File: src/fourteen_bit_pkg.sv
package fourteen_bit_pkg;

   // Word and field widths
   localparam int INSTR_W = 14;
   localparam int FADDR_W = 7;
   localparam int BIT_W = 3;
   localparam int DATA_W = 8;
   localparam int NIB_W = 4;
   localparam int LIT8_W = 8;
   localparam int LIT11_W = 11;
   localparam int PC_W = 13;
   localparam int SP_W = 3;
   localparam int STACK_DEPTH = 8;
   localparam int CLS_W = 2;

   // Field positions within the instruction word
   localparam int F_LSB = 0;
   localparam int D_POS = 7;
   localparam int B_LSB = 7;
   localparam int K_LSB = 0;
   localparam int CLS_LSB = 12;
   localparam logic [CLS_W-1:0] BIT_CLS_CODE = 2'h1;

   // Don't-care encodings; only the CLRW pair is used by the checks
   localparam logic [INSTR_W-1:0] CLRW_MASK = 14'h3F80;
   localparam logic [INSTR_W-1:0] CLRW_WORD = 14'h0100;
   localparam logic [INSTR_W-1:0] NOP_MASK = 14'h3F9F;
   localparam logic [INSTR_W-1:0] NOP_WORD = 14'h0000;

   // Timing: one instruction cycle is four oscillator periods
   localparam int OSC_PERIOD_NS = 50;
   localparam int INSTR_CYCLE_NS = 4 * OSC_PERIOD_NS;
   localparam int PHASES = INSTR_CYCLE_NS / OSC_PERIOD_NS;
   localparam int PHASE_W = 2;
   localparam logic [PHASE_W-1:0] PH_Q1 = 2'h0;
   localparam logic [PHASE_W-1:0] PH_Q2 = 2'h1;
   localparam logic [PHASE_W-1:0] PH_Q3 = 2'h2;
   localparam logic [PHASE_W-1:0] PH_Q4 = 2'(PHASES - 1);
   localparam logic [PHASE_W-1:0] PH_STEP = 2'h1;

   // Reset and data constants
   localparam logic [PC_W-1:0] PC_RESET = 13'h0000;
   localparam logic [PC_W-1:0] PC_STEP = 13'h0001;
   localparam logic [SP_W-1:0] SP_RESET = 3'h0;
   localparam logic [SP_W-1:0] SP_STEP = 3'h1;
   localparam logic [DATA_W-1:0] DATA_ZERO = 8'h00;
   localparam logic [DATA_W-1:0] DATA_ONE = 8'h01;

   typedef enum logic [1:0] {CLS_BYTE, CLS_BIT, CLS_LIT} iclass_t;
   typedef enum logic [1:0] {DST_NONE, DST_W, DST_F} dest_t;

   typedef enum logic [5:0] {
      OP_ADDWF, OP_ANDWF, OP_CLEAR_REGISTER_INSTR, OP_CLRW, OP_COMF, OP_DECF,
      OP_DECFSZ, OP_INCF, OP_INCFSZ, OP_IORWF, OP_MOVF, OP_MOVWF,
      OP_NOP, OP_RLF, OP_RRF, OP_SUBWF, OP_SWAPF, OP_XORWF,
      OP_BCF, OP_BSF, OP_BTFSC, OP_BTFSS,
      OP_ADDLW, OP_ANDLW, OP_CALL, OP_CLRWDT, OP_GOTO, OP_IORLW,
      OP_MOVLW, OP_RETFIE, OP_RETLW, OP_RETURN, OP_SLEEP, OP_SUBLW,
      OP_XORLW, OP_ILLEGAL
   } op_t;

   // True for instructions that name a file register
   function automatic logic file_op(input op_t op, input iclass_t cls);
      return (cls == CLS_BIT) ||
             ((cls == CLS_BYTE) && !(op inside {OP_NOP, OP_CLRW}));
   endfunction

   // Where the result lands
   function automatic dest_t dest_of(input op_t op, input iclass_t cls,
                                     input logic dbit);
      dest_t dst;
      dst = DST_NONE;
      if (op inside {OP_MOVWF, OP_CLEAR_REGISTER_INSTR, OP_BCF, OP_BSF}) begin
         dst = DST_F;
      end else if (op inside {OP_CLRW, OP_MOVLW, OP_RETLW, OP_ADDLW,
            OP_SUBLW, OP_ANDLW, OP_IORLW, OP_XORLW}) begin
         dst = DST_W;
      end else if (cls == CLS_BYTE && op != OP_NOP) begin
         dst = dbit ? DST_F : DST_W;
      end
      return dst;
   endfunction

endpackage

File: src/fourteen_bit_instruction_decode.sv
`timescale 1ns/1ps
// Overview of operation
// - Each instruction is one 14-bit word: opcode plus operand fields.
// - Every instruction is byte-class, bit-class or literal/control.
// - Byte ops use a register-address field and a one-bit destination.
// - Destination 0 writes the accumulator, 1 writes the file register.
// - Register address is a 7-bit field, 0x00 to 0x7F in the bank.
// - Bit ops pick one bit of the addressed 8-bit register.
// - Literal ops take an 8-bit data or 11-bit jump target.
// - Don't-care bits never change which instruction executes.
// - One instruction cycle is four oscillator periods.
// - Skip taken or PC change costs two cycles; second is a NOP.
// - File register instructions read, modify, then store the result.
// - The register is read even when the instruction only writes it.
// - Clearing the second port reads it, clearing the change mismatch.
module fourteen_bit_instruction_decode
   import fourteen_bit_pkg::*;
#(
   parameter logic [FADDR_W-1:0] PORT_ADDR = 7'h06
)(
   // Clock and reset
   input wire logic sys_clk_i,
   input wire logic nrst_i,
   // Program memory
   output logic [PC_W-1:0] prog_addr_o,
   input wire logic [INSTR_W-1:0] instr_i,
   // File register access
   output logic [FADDR_W-1:0] file_addr_o,
   output logic file_rd_o,
   input wire logic [DATA_W-1:0] file_rdata_i,
   output logic file_wr_o,
   output logic [DATA_W-1:0] file_wdata_o,
   output logic second_io_port_rd_o,
   // Core state
   output logic [DATA_W-1:0] w_o,
   output logic carry_o,
   output logic digit_carry_o,
   output logic zero_o,
   output logic [PHASE_W-1:0] phase_o,
   output logic cycle_start_o,
   output logic nop_cycle_o,
   // Control events
   output logic clrwdt_o,
   output logic sleep_o,
   output logic retfie_o,
   output logic illegal_o
);

   logic [PHASE_W-1:0] phase_q, phase_d;
   logic [INSTR_W-1:0] ir_q, ir_d;
   logic flush_q, flush_d;
   logic [PC_W-1:0] pc_q, pc_d;
   logic [SP_W-1:0] sp_q, sp_d;
   logic [PC_W-1:0] stack_q [STACK_DEPTH];
   logic [DATA_W-1:0] opnd_q, opnd_d, res_q, res_d, w_q, w_d;
   logic cn_q, cn_d, dcn_q, dcn_d, skip_q, skip_d;
   logic c_q, c_d, dc_q, dc_d, z_q, z_d;
   iclass_t cls;
   op_t op;
   logic [FADDR_W-1:0] faddr;
   logic [BIT_W-1:0] bitsel;
   logic [LIT8_W-1:0] lit8;
   logic [LIT11_W-1:0] lit11;
   dest_t dest;
   logic [DATA_W-1:0] alu_res, alu_a, alu_b, bmask;
   logic alu_c, alu_dc, alu_skip, alu_cin, dbit, live, stack_we;
   logic [DATA_W:0] sum;
   logic [NIB_W:0] nsum;

   // Whole 14-bit word held and decoded
   instr_field_decode u_decode (
      .instr_i(ir_q),
      .class_o(cls),
      .op_o(op),
      .faddr_o(faddr),
      .dbit_o(dbit),
      .bitsel_o(bitsel),
      .lit8_o(lit8),
      .lit11_o(lit11)
   );

   assign dest = dest_of(op, cls, dbit);
   assign live = !flush_q;

   // Modify step: operand from the read, accumulator, literal or carry
   always_comb begin
      alu_a = (cls == CLS_LIT) ? lit8 : opnd_q;
      alu_b = w_q;
      alu_cin = 1'b0;
      if (op inside {OP_SUBWF, OP_SUBLW}) begin
         alu_b = ~w_q;
         alu_cin = 1'b1;
      end
      sum = {1'b0, alu_a} + {1'b0, alu_b} + {{DATA_W{1'b0}}, alu_cin};
      nsum = {1'b0, alu_a[NIB_W-1:0]} + {1'b0, alu_b[NIB_W-1:0]} +
             {{NIB_W{1'b0}}, alu_cin};
      // One-hot mask from the bit-select field
      bmask = DATA_ONE << bitsel;
      alu_res = sum[DATA_W-1:0];
      alu_c = sum[DATA_W];
      alu_dc = nsum[NIB_W];
      alu_skip = 1'b0;
      case (op)
         OP_ANDWF, OP_ANDLW: alu_res = alu_a & w_q;
         OP_IORWF, OP_IORLW: alu_res = alu_a | w_q;
         OP_XORWF, OP_XORLW: alu_res = alu_a ^ w_q;
         OP_CLEAR_REGISTER_INSTR, OP_CLRW: alu_res = DATA_ZERO;
         OP_COMF: alu_res = ~opnd_q;
         OP_DECF, OP_DECFSZ: alu_res = opnd_q - DATA_ONE;
         OP_INCF, OP_INCFSZ: alu_res = opnd_q + DATA_ONE;
         OP_MOVF: alu_res = opnd_q;
         OP_MOVWF: alu_res = w_q;
         OP_MOVLW, OP_RETLW: alu_res = lit8;
         OP_RLF: {alu_c, alu_res} = {opnd_q, c_q};
         OP_RRF: {alu_res, alu_c} = {c_q, opnd_q};
         OP_SWAPF: alu_res = {opnd_q[NIB_W-1:0], opnd_q[DATA_W-1:NIB_W]};
         OP_BCF: alu_res = opnd_q & ~bmask;
         OP_BSF: alu_res = opnd_q | bmask;
         OP_BTFSC: alu_res = opnd_q;
         OP_BTFSS: alu_res = opnd_q;
         default: alu_res = sum[DATA_W-1:0];
      endcase
      if (op inside {OP_DECFSZ, OP_INCFSZ}) begin
         alu_skip = (alu_res == DATA_ZERO);
      end else if (op == OP_BTFSC) begin
         alu_skip = ((opnd_q & bmask) == DATA_ZERO);
      end else if (op == OP_BTFSS) begin
         alu_skip = ((opnd_q & bmask) != DATA_ZERO);
      end
   end

   // Sequencer and datapath next state, one phase per clock
   always_comb begin
      phase_d = (phase_q == PH_Q4) ? PH_Q1 : phase_q + PH_STEP;
      ir_d = ir_q;
      flush_d = flush_q;
      pc_d = pc_q;
      sp_d = sp_q;
      stack_we = 1'b0;
      opnd_d = opnd_q;
      res_d = res_q;
      cn_d = cn_q;
      dcn_d = dcn_q;
      skip_d = skip_q;
      w_d = w_q;
      c_d = c_q;
      dc_d = dc_q;
      z_d = z_q;
      unique case (phase_q)
         PH_Q1: begin
         end
         PH_Q2: begin
            if (live && file_op(op, cls)) begin
               opnd_d = file_rdata_i;
            end
         end
         PH_Q3: begin
            if (live) begin
               res_d = alu_res;
               cn_d = alu_c;
               dcn_d = alu_dc;
               skip_d = alu_skip;
            end
         end
         PH_Q4: begin
            // Prefetch of the next word overlaps this execute
            ir_d = instr_i;
            pc_d = pc_q + PC_STEP;
            flush_d = 1'b0;
            if (live) begin
               // Accumulator result when destination is W
               if (dest == DST_W) begin
                  w_d = res_q;
               end
               if (op inside {OP_ADDWF, OP_ANDWF, OP_CLRW, OP_COMF,
                     OP_CLEAR_REGISTER_INSTR, OP_DECF, OP_INCF, OP_IORWF,
                     OP_MOVF, OP_SUBWF, OP_XORWF, OP_ADDLW, OP_ANDLW,
                     OP_IORLW, OP_SUBLW, OP_XORLW}) begin
                  z_d = (res_q == DATA_ZERO);
               end
               if (op inside {OP_ADDWF, OP_SUBWF, OP_ADDLW, OP_SUBLW}) begin
                  c_d = cn_q;
                  dc_d = dcn_q;
               end
               if (op inside {OP_RLF, OP_RRF}) begin
                  c_d = cn_q;
               end
               // Taken skip or PC change discards the prefetch
               if (op inside {OP_GOTO, OP_CALL}) begin
                  // 11-bit target within the current page
                  pc_d = {pc_q[PC_W-1:LIT11_W], lit11};
                  flush_d = 1'b1;
                  stack_we = (op == OP_CALL);
                  sp_d = (op == OP_CALL) ? sp_q + SP_STEP : sp_q;
               end else if (op inside {OP_RETURN, OP_RETLW, OP_RETFIE}) begin
                  pc_d = stack_q[sp_q - SP_STEP];
                  sp_d = sp_q - SP_STEP;
                  flush_d = 1'b1;
               end else if (skip_q) begin
                  flush_d = 1'b1;
               end
            end
         end
      endcase
   end

   // Registers; the return stack is plain storage with no reset
   always_ff @(posedge sys_clk_i) begin
      if (!nrst_i) begin
         phase_q <= PH_Q1;
         ir_q <= NOP_WORD;
         flush_q <= 1'b1;
         pc_q <= PC_RESET;
         sp_q <= SP_RESET;
         opnd_q <= DATA_ZERO;
         res_q <= DATA_ZERO;
         cn_q <= 1'b0;
         dcn_q <= 1'b0;
         skip_q <= 1'b0;
         w_q <= DATA_ZERO;
         c_q <= 1'b0;
         dc_q <= 1'b0;
         z_q <= 1'b0;
      end else begin
         phase_q <= phase_d;
         ir_q <= ir_d;
         flush_q <= flush_d;
         pc_q <= pc_d;
         sp_q <= sp_d;
         opnd_q <= opnd_d;
         res_q <= res_d;
         cn_q <= cn_d;
         dcn_q <= dcn_d;
         skip_q <= skip_d;
         w_q <= w_d;
         c_q <= c_d;
         dc_q <= dc_d;
         z_q <= z_d;
      end
      if (stack_we) begin
         stack_q[sp_q] <= pc_q;
      end
   end

   // 7-bit register address straight from the word
   assign file_addr_o = faddr;
   // Read strobe for every file instruction, write-only ones too
   assign file_rd_o = live && (phase_q == PH_Q2) && file_op(op, cls);
   // Store step steered by the destination bit
   assign file_wr_o = live && (phase_q == PH_Q4) && (dest == DST_F);
   assign file_wdata_o = res_q;
   // Port sees its own read, which clears its change mismatch
   assign second_io_port_rd_o = file_rd_o && (faddr == PORT_ADDR);

   // Status and sequencing outputs
   assign prog_addr_o = pc_q;
   assign w_o = w_q;
   assign carry_o = c_q;
   assign digit_carry_o = dc_q;
   assign zero_o = z_q;
   assign phase_o = phase_q;
   // Cycle marker once every four clocks
   assign cycle_start_o = (phase_q == PH_Q1);
   assign nop_cycle_o = flush_q;
   assign clrwdt_o = live && (phase_q == PH_Q4) && (op == OP_CLRWDT);
   assign sleep_o = live && (phase_q == PH_Q4) && (op == OP_SLEEP);
   assign retfie_o = live && (phase_q == PH_Q4) && (op == OP_RETFIE);
   assign illegal_o = live && (phase_q == PH_Q4) && (op == OP_ILLEGAL);
endmodule

File: src/instr_field_decode.sv
`timescale 1ns/1ps
module instr_field_decode
   import fourteen_bit_pkg::*;
(
   // Instruction word
   input wire logic [INSTR_W-1:0] instr_i,
   // Decoded operation and operand fields
   output iclass_t class_o,
   output op_t op_o,
   output logic [FADDR_W-1:0] faddr_o,
   output logic dbit_o,
   output logic [BIT_W-1:0] bitsel_o,
   output logic [LIT8_W-1:0] lit8_o,
   output logic [LIT11_W-1:0] lit11_o
);

   // Don't-care bits masked
   // Opcode match; '?' positions are ignored so don't-care bits never matter
   function automatic op_t decode_op(input logic [INSTR_W-1:0] iw);
      op_t op;
      op = OP_ILLEGAL;
      casez (iw)
         14'b00_0111_????_????: op = OP_ADDWF;
         14'b00_0101_????_????: op = OP_ANDWF;
         14'b00_0001_1???_????: op = OP_CLEAR_REGISTER_INSTR;
         14'b00_0001_0???_????: op = OP_CLRW;
         14'b00_1001_????_????: op = OP_COMF;
         14'b00_0011_????_????: op = OP_DECF;
         14'b00_1011_????_????: op = OP_DECFSZ;
         14'b00_1010_????_????: op = OP_INCF;
         14'b00_1111_????_????: op = OP_INCFSZ;
         14'b00_0100_????_????: op = OP_IORWF;
         14'b00_1000_????_????: op = OP_MOVF;
         14'b00_0000_1???_????: op = OP_MOVWF;
         14'b00_0000_0??0_0000: op = OP_NOP;
         14'b00_1101_????_????: op = OP_RLF;
         14'b00_1100_????_????: op = OP_RRF;
         14'b00_0010_????_????: op = OP_SUBWF;
         14'b00_1110_????_????: op = OP_SWAPF;
         14'b00_0110_????_????: op = OP_XORWF;
         14'b01_00??_????_????: op = OP_BCF;
         14'b01_01??_????_????: op = OP_BSF;
         14'b01_10??_????_????: op = OP_BTFSC;
         14'b01_11??_????_????: op = OP_BTFSS;
         14'b11_111?_????_????: op = OP_ADDLW;
         14'b11_1001_????_????: op = OP_ANDLW;
         14'b10_0???_????_????: op = OP_CALL;
         14'b00_0000_0110_0100: op = OP_CLRWDT;
         14'b10_1???_????_????: op = OP_GOTO;
         14'b11_1000_????_????: op = OP_IORLW;
         14'b11_00??_????_????: op = OP_MOVLW;
         14'b00_0000_0000_1001: op = OP_RETFIE;
         14'b11_01??_????_????: op = OP_RETLW;
         14'b00_0000_0000_1000: op = OP_RETURN;
         14'b00_0000_0110_0011: op = OP_SLEEP;
         14'b11_110?_????_????: op = OP_SUBLW;
         14'b11_1010_????_????: op = OP_XORLW;
         default: op = OP_ILLEGAL;
      endcase
      return op;
   endfunction

   // Three-way class split
   // Three classes; control words in the byte space count as control
   function automatic iclass_t class_of(input op_t op);
      iclass_t cls;
      cls = CLS_BYTE;
      if (op inside {OP_BCF, OP_BSF, OP_BTFSC, OP_BTFSS}) begin
         cls = CLS_BIT;
      end else if (op inside {OP_ADDLW, OP_ANDLW, OP_CALL, OP_CLRWDT,
            OP_GOTO, OP_IORLW, OP_MOVLW, OP_RETFIE, OP_RETLW, OP_RETURN,
            OP_SLEEP, OP_SUBLW, OP_XORLW, OP_ILLEGAL}) begin
         cls = CLS_LIT;
      end
      return cls;
   endfunction

   // Operation and class
   always_comb begin
      op_o = decode_op(instr_i);
      class_o = class_of(op_o);
   end

   // Operand fields, always extracted; the class decides which are used
   assign faddr_o = instr_i[F_LSB +: FADDR_W];
   assign dbit_o = instr_i[D_POS];
   assign bitsel_o = instr_i[B_LSB +: BIT_W];
   assign lit8_o = instr_i[K_LSB +: LIT8_W];
   assign lit11_o = instr_i[K_LSB +: LIT11_W];

endmodule

File: config.mk
export PLATFORM = sky130hd
export DESIGN_NAME = fourteen_bit_instruction_decode
export DESIGN_NICKNAME = d
export VERILOG_FILES = /design/src/fourteen_bit_pkg.sv /design/src/fourteen_bit_instruction_decode.sv /design/src/instr_field_decode.sv
export SDC_FILE = /design/constraint.sdc
export NUM_CORES = 1
export LEC_CHECK = 0
export BUFFER_PORTS_ARGS = -buffer_cell sky130_fd_sc_hd__buf_2
export CORE_UTILIZATION = 55
export DETAILED_ROUTE_END_ITERATION = 6
export PLACE_DENSITY = 0.74
export SYNTH_ARGS = -nofsm -noshare
export SYNTH_HDL_FRONTEND = slang
export SYNTH_SLANG_ARGS = --single-unit
File: constraint.sdc
create_clock -name sys_clk_i -period 13.5 [get_ports sys_clk_i]
set_clock_uncertainty 0.15 [all_clocks]
set_input_delay 0.675 -clock sys_clk_i [delete_from_list [all_inputs] [get_ports sys_clk_i]]
set_output_delay 0.675 -clock sys_clk_i [all_outputs]
set_load 0.02 [all_outputs]
==> results by group <==
Status
  • Status: completed

Worst setup path
  • Crit Path Class: reg -> reg
  • Slowest cell on the critical path: dfxtp_1
  • Setup crit end kind: register
  • Critical Path Start Type: register
  • Critical path data arrival time: 5540 ps
  • Critical-path cell list: or4_1 > nor4_4 > a21oi_1 > or3b_1 > o221ai_1 > buf_4 > mux2_2 > inv_1 > fa_1 > inv_1 > a21o_1 > a21oi_1 > o21bai_1 > a21o_1 > xor2_1 > a221oi_2 > o21ai_1 > nor4_1 > a32o_1
  • CP required: 13720 ps
  • Max FO, Critical Path: 34
  • Worst path max stage delay: 1030 ps

GRT
  • Initial antenna violation count: 0
  • Gr usage total: 30.9%
  • Vias in the first global route: 7574
  • Largest net degree at the start of global routing: 65
  • GR Overflow Total: 0
  • First-pass GRT wire length: 43.2 mm

Job
  • # Max-Cap Violations: 0

CTS
  • Hold buffers post-CTS: 0
  • H-tree depth: 4
  • CTS tree: yes
  • Root Driver: clkbuf_16
  • # resized after CTS: 0
  • # clock sinks: 167
  • Reg clk slew, reported paths: 70 ps
  • Total CTS buffers: 17
  • Clk_lat worst skew: 430 ps
  • Max Root-Sink Buffers: 2
  • Post-CTS setup buffers: 0

Power
  • Power Density: 102 nW/um^2
  • IR drop worst, VDD: 0.0000990 V
  • Static leakage: 0.00427 uW

Cells and area
  • Nets: 1089
  • Proportion of layout cells with a drive suffix above 1: 17.5%
  • ANT cells: 0
  • Final core occ: 61.9%
  • Area Growth Syn to Fin: 10.5%

Floorplan
  • I/O pins: 74
  • Initial Util: 56.0%
  • Core area: 18000 um^2
  • Die W: 137 um
  • Full die area: 18800 um^2
  • Die Ht: 137 um
  • Num rows: 49

Routing
  • Antenna-violating nets left: 0
  • Final routed DRC violation total: 0
  • Iter 0 DRT Violations: 811
  • Vias/cell: 6.48
  • 1st-pass router iterations: 5
  • Total vias in the final route: 8223
  • Wire length per cell: 21.9 um
  • Routed WL: 27.8 mm

Timing
  • Slew margin rel.: 10.2%
  • Fin Setup TNS: 0 ps
  • Final hold slack: 344 ps
  • Hold Vio Cnt, Final: 0
  • Tcrit/Tclk final: 39.4%
  • Worst Tran Pin Value: 1340 ps
  • RSZ-0062 raised after global routing: false
  • Final setup vio count: 0
  • Max Slew Vio Count: 0
  • Min Tclk post-route: 5320 ps
  • Fmax: 188 MHz

Logic synthesis
  • Cells taking the most area after synthesis: edfxtp_1 31%, dfxtp_1 13%, mux4_2 6.3%
  • Syn nets: 1050
  • Syn Std Cell Area: 10100 um^2
  • Commonest cells post-synth: 104 x edfxtp_1, 90 x nand2_1, 63 x dfxtp_1
  • Netlist cell types: 80
  • Mean post-synth cell area: 10.2 um^2
  • Number of flops mapped to enable cells by yosys: 104
  • Sequential element share of the synthesized area: 43.5%
  • Post-synth ARST share: 0%
  • Count leader, synth: edfxtp_1
  • Ys flop type: edfxtp_1
  • Synth Register Bits: 167
  • Yosys warns: 0
  • Synthesized instance count: 988
  • Most area-hungry cell type in the Yosys netlist: edfxtp_1
  • Top-area cell type share of the netlist area: 31.0%

Place
  • Gpl congestion: 0.958
  • Port buffer count: 73
  • Hpwl dp: 18.9 mm

Min path
  • HP Class: in -> reg
flip-flops by register name, summed over array words and instances (netlist names):
signal,flops
zero_o,1
prog_addr_o,13
sp_q,3
cn_q,1
file_wdata_o,8
nop_cycle_o,1
digit_carry_o,1
dcn_q,1
stack_q,104
phase_o,2
w_o,8
opnd_q,8
skip_q,1
carry_o,1
ir_q,14
layout by cell type, fill, tap and decap left out, types with 10 or more instances in the layout:
| master | netlist | layout |
|---|---|---|
| buf_4 | 8 | 22 |
| buf_2 | 7 | 73 |
| inv_1 | 37 | 37 |
| clkbuf_16 | 0 | 17 |
| nor3_1 | 18 | 16 |
| mux2i_1 | 36 | 36 |
| nand4_1 | 10 | 10 |
| and3_1 | 12 | 12 |
| xnor2_1 | 24 | 24 |
| mux4_2 | 28 | 28 |
| nor2_1 | 54 | 54 |
| a21boi_0 | 18 | 18 |
| nand3_1 | 14 | 14 |
| a21oi_1 | 62 | 62 |
| o211ai_1 | 10 | 10 |
| xor2_1 | 15 | 14 |
| dfxtp_1 | 63 | 62 |
| o21ai_0 | 49 | 49 |
| edfxtp_1 | 104 | 104 |
| a221oi_1 | 11 | 11 |
| nor2b_1 | 44 | 44 |
| a22oi_1 | 10 | 10 |
| nand2b_1 | 21 | 21 |
| nand2_1 | 90 | 90 |
| ha_1 | 36 | 36 |
logic make-up (layout without fill, tap and decap cells):
family | after synthesis | after routing | share of synthesized area (%)
flip-flops | 167 | 167 | 43.5
adder cells (fa/ha/maj) | 38 | 38 | 4.87
AND/OR/NAND/NOR | 307 | 307 | 15.8
multiplexers | 72 | 72 | 10.7
buffers and inverters | 113 | 165 | 4.67
AO/OA/AOI/OAI | 252 | 252 | 16.9
XOR/XNOR | 39 | 39 | 3.39
final timing paths:
| kind | cells after the start | slack (ps) | to | startpoint |
|---|---|---|---|---|
| worst min-delay path | 3 | 340 | opnd_q[6]$_SDFFE_PN0P_ | file_rdata_i[6] |
| worst max-delay path | 19 | 8180 | skip_q$_SDFFE_PN0P_ | ir_q[10]$_SDFFE_PN0P_ |
| worst max register to register | 19 | 8180 | skip_q$_SDFFE_PN0P_ | ir_q[10]$_SDFFE_PN0P_ |
| worst min register to register | 2 | 350 | digit_carry_o$_SDFFE_PN0P_ | digit_carry_o$_SDFFE_PN0P_ |
where the power goes:
part	leakage [uW]	total (uW)	internal (uW)	switching, uW
combinational	0.00249	124	47.1	76.5
sequential	0.00151	555	542	12.6
clock	0.000271	458	242	216
total	0.00427	1140	831	306
metal layers:
metal	track usage [%]	vias up	routed length, um
met1	44.0	3971	12200
met2	47.5	441	12700
met4	12.4	0	730
li1	-	3752	-
met5	0	-	0
met3	4.60	59	2180
layout make-up:
class,count,area [um^2]
clock buffer,19,433
clock inverter,13,114
fill,1495,6840
inverter,38,143
multi-input combinational,708,5230
sequential,167,4390
tap,229,287
timing repair buffer,95,531
stage by stage:
stage	total power, uW	instances	worst slack (ps)	area, um^2
6_report	1140	1269	8180	11100
5_1_grt	1170	1269	7790	11100
4_1_cts	1140	1269	8230	11100
3_5_place_dp	686	1237	8260	10600
3_3_place_gp	686	1237	8320	10600
2_1_floorplan	653	988	9030	10100
worst max-delay path: cells and delay by family, from the launching register on:
family / cells / cell delay [ps]
adders and majority gates: 1 / 220
xor gates and xnor gates: 1 / 150
AOI/OAI and AO/OA: 9 / 1700
and+or+nand+nor: 4 / 1190
muxes: 1 / 390
buffers and inverters: 3 / 420
DFF: 1 / 1030
(Power assumes the default switching activity.)
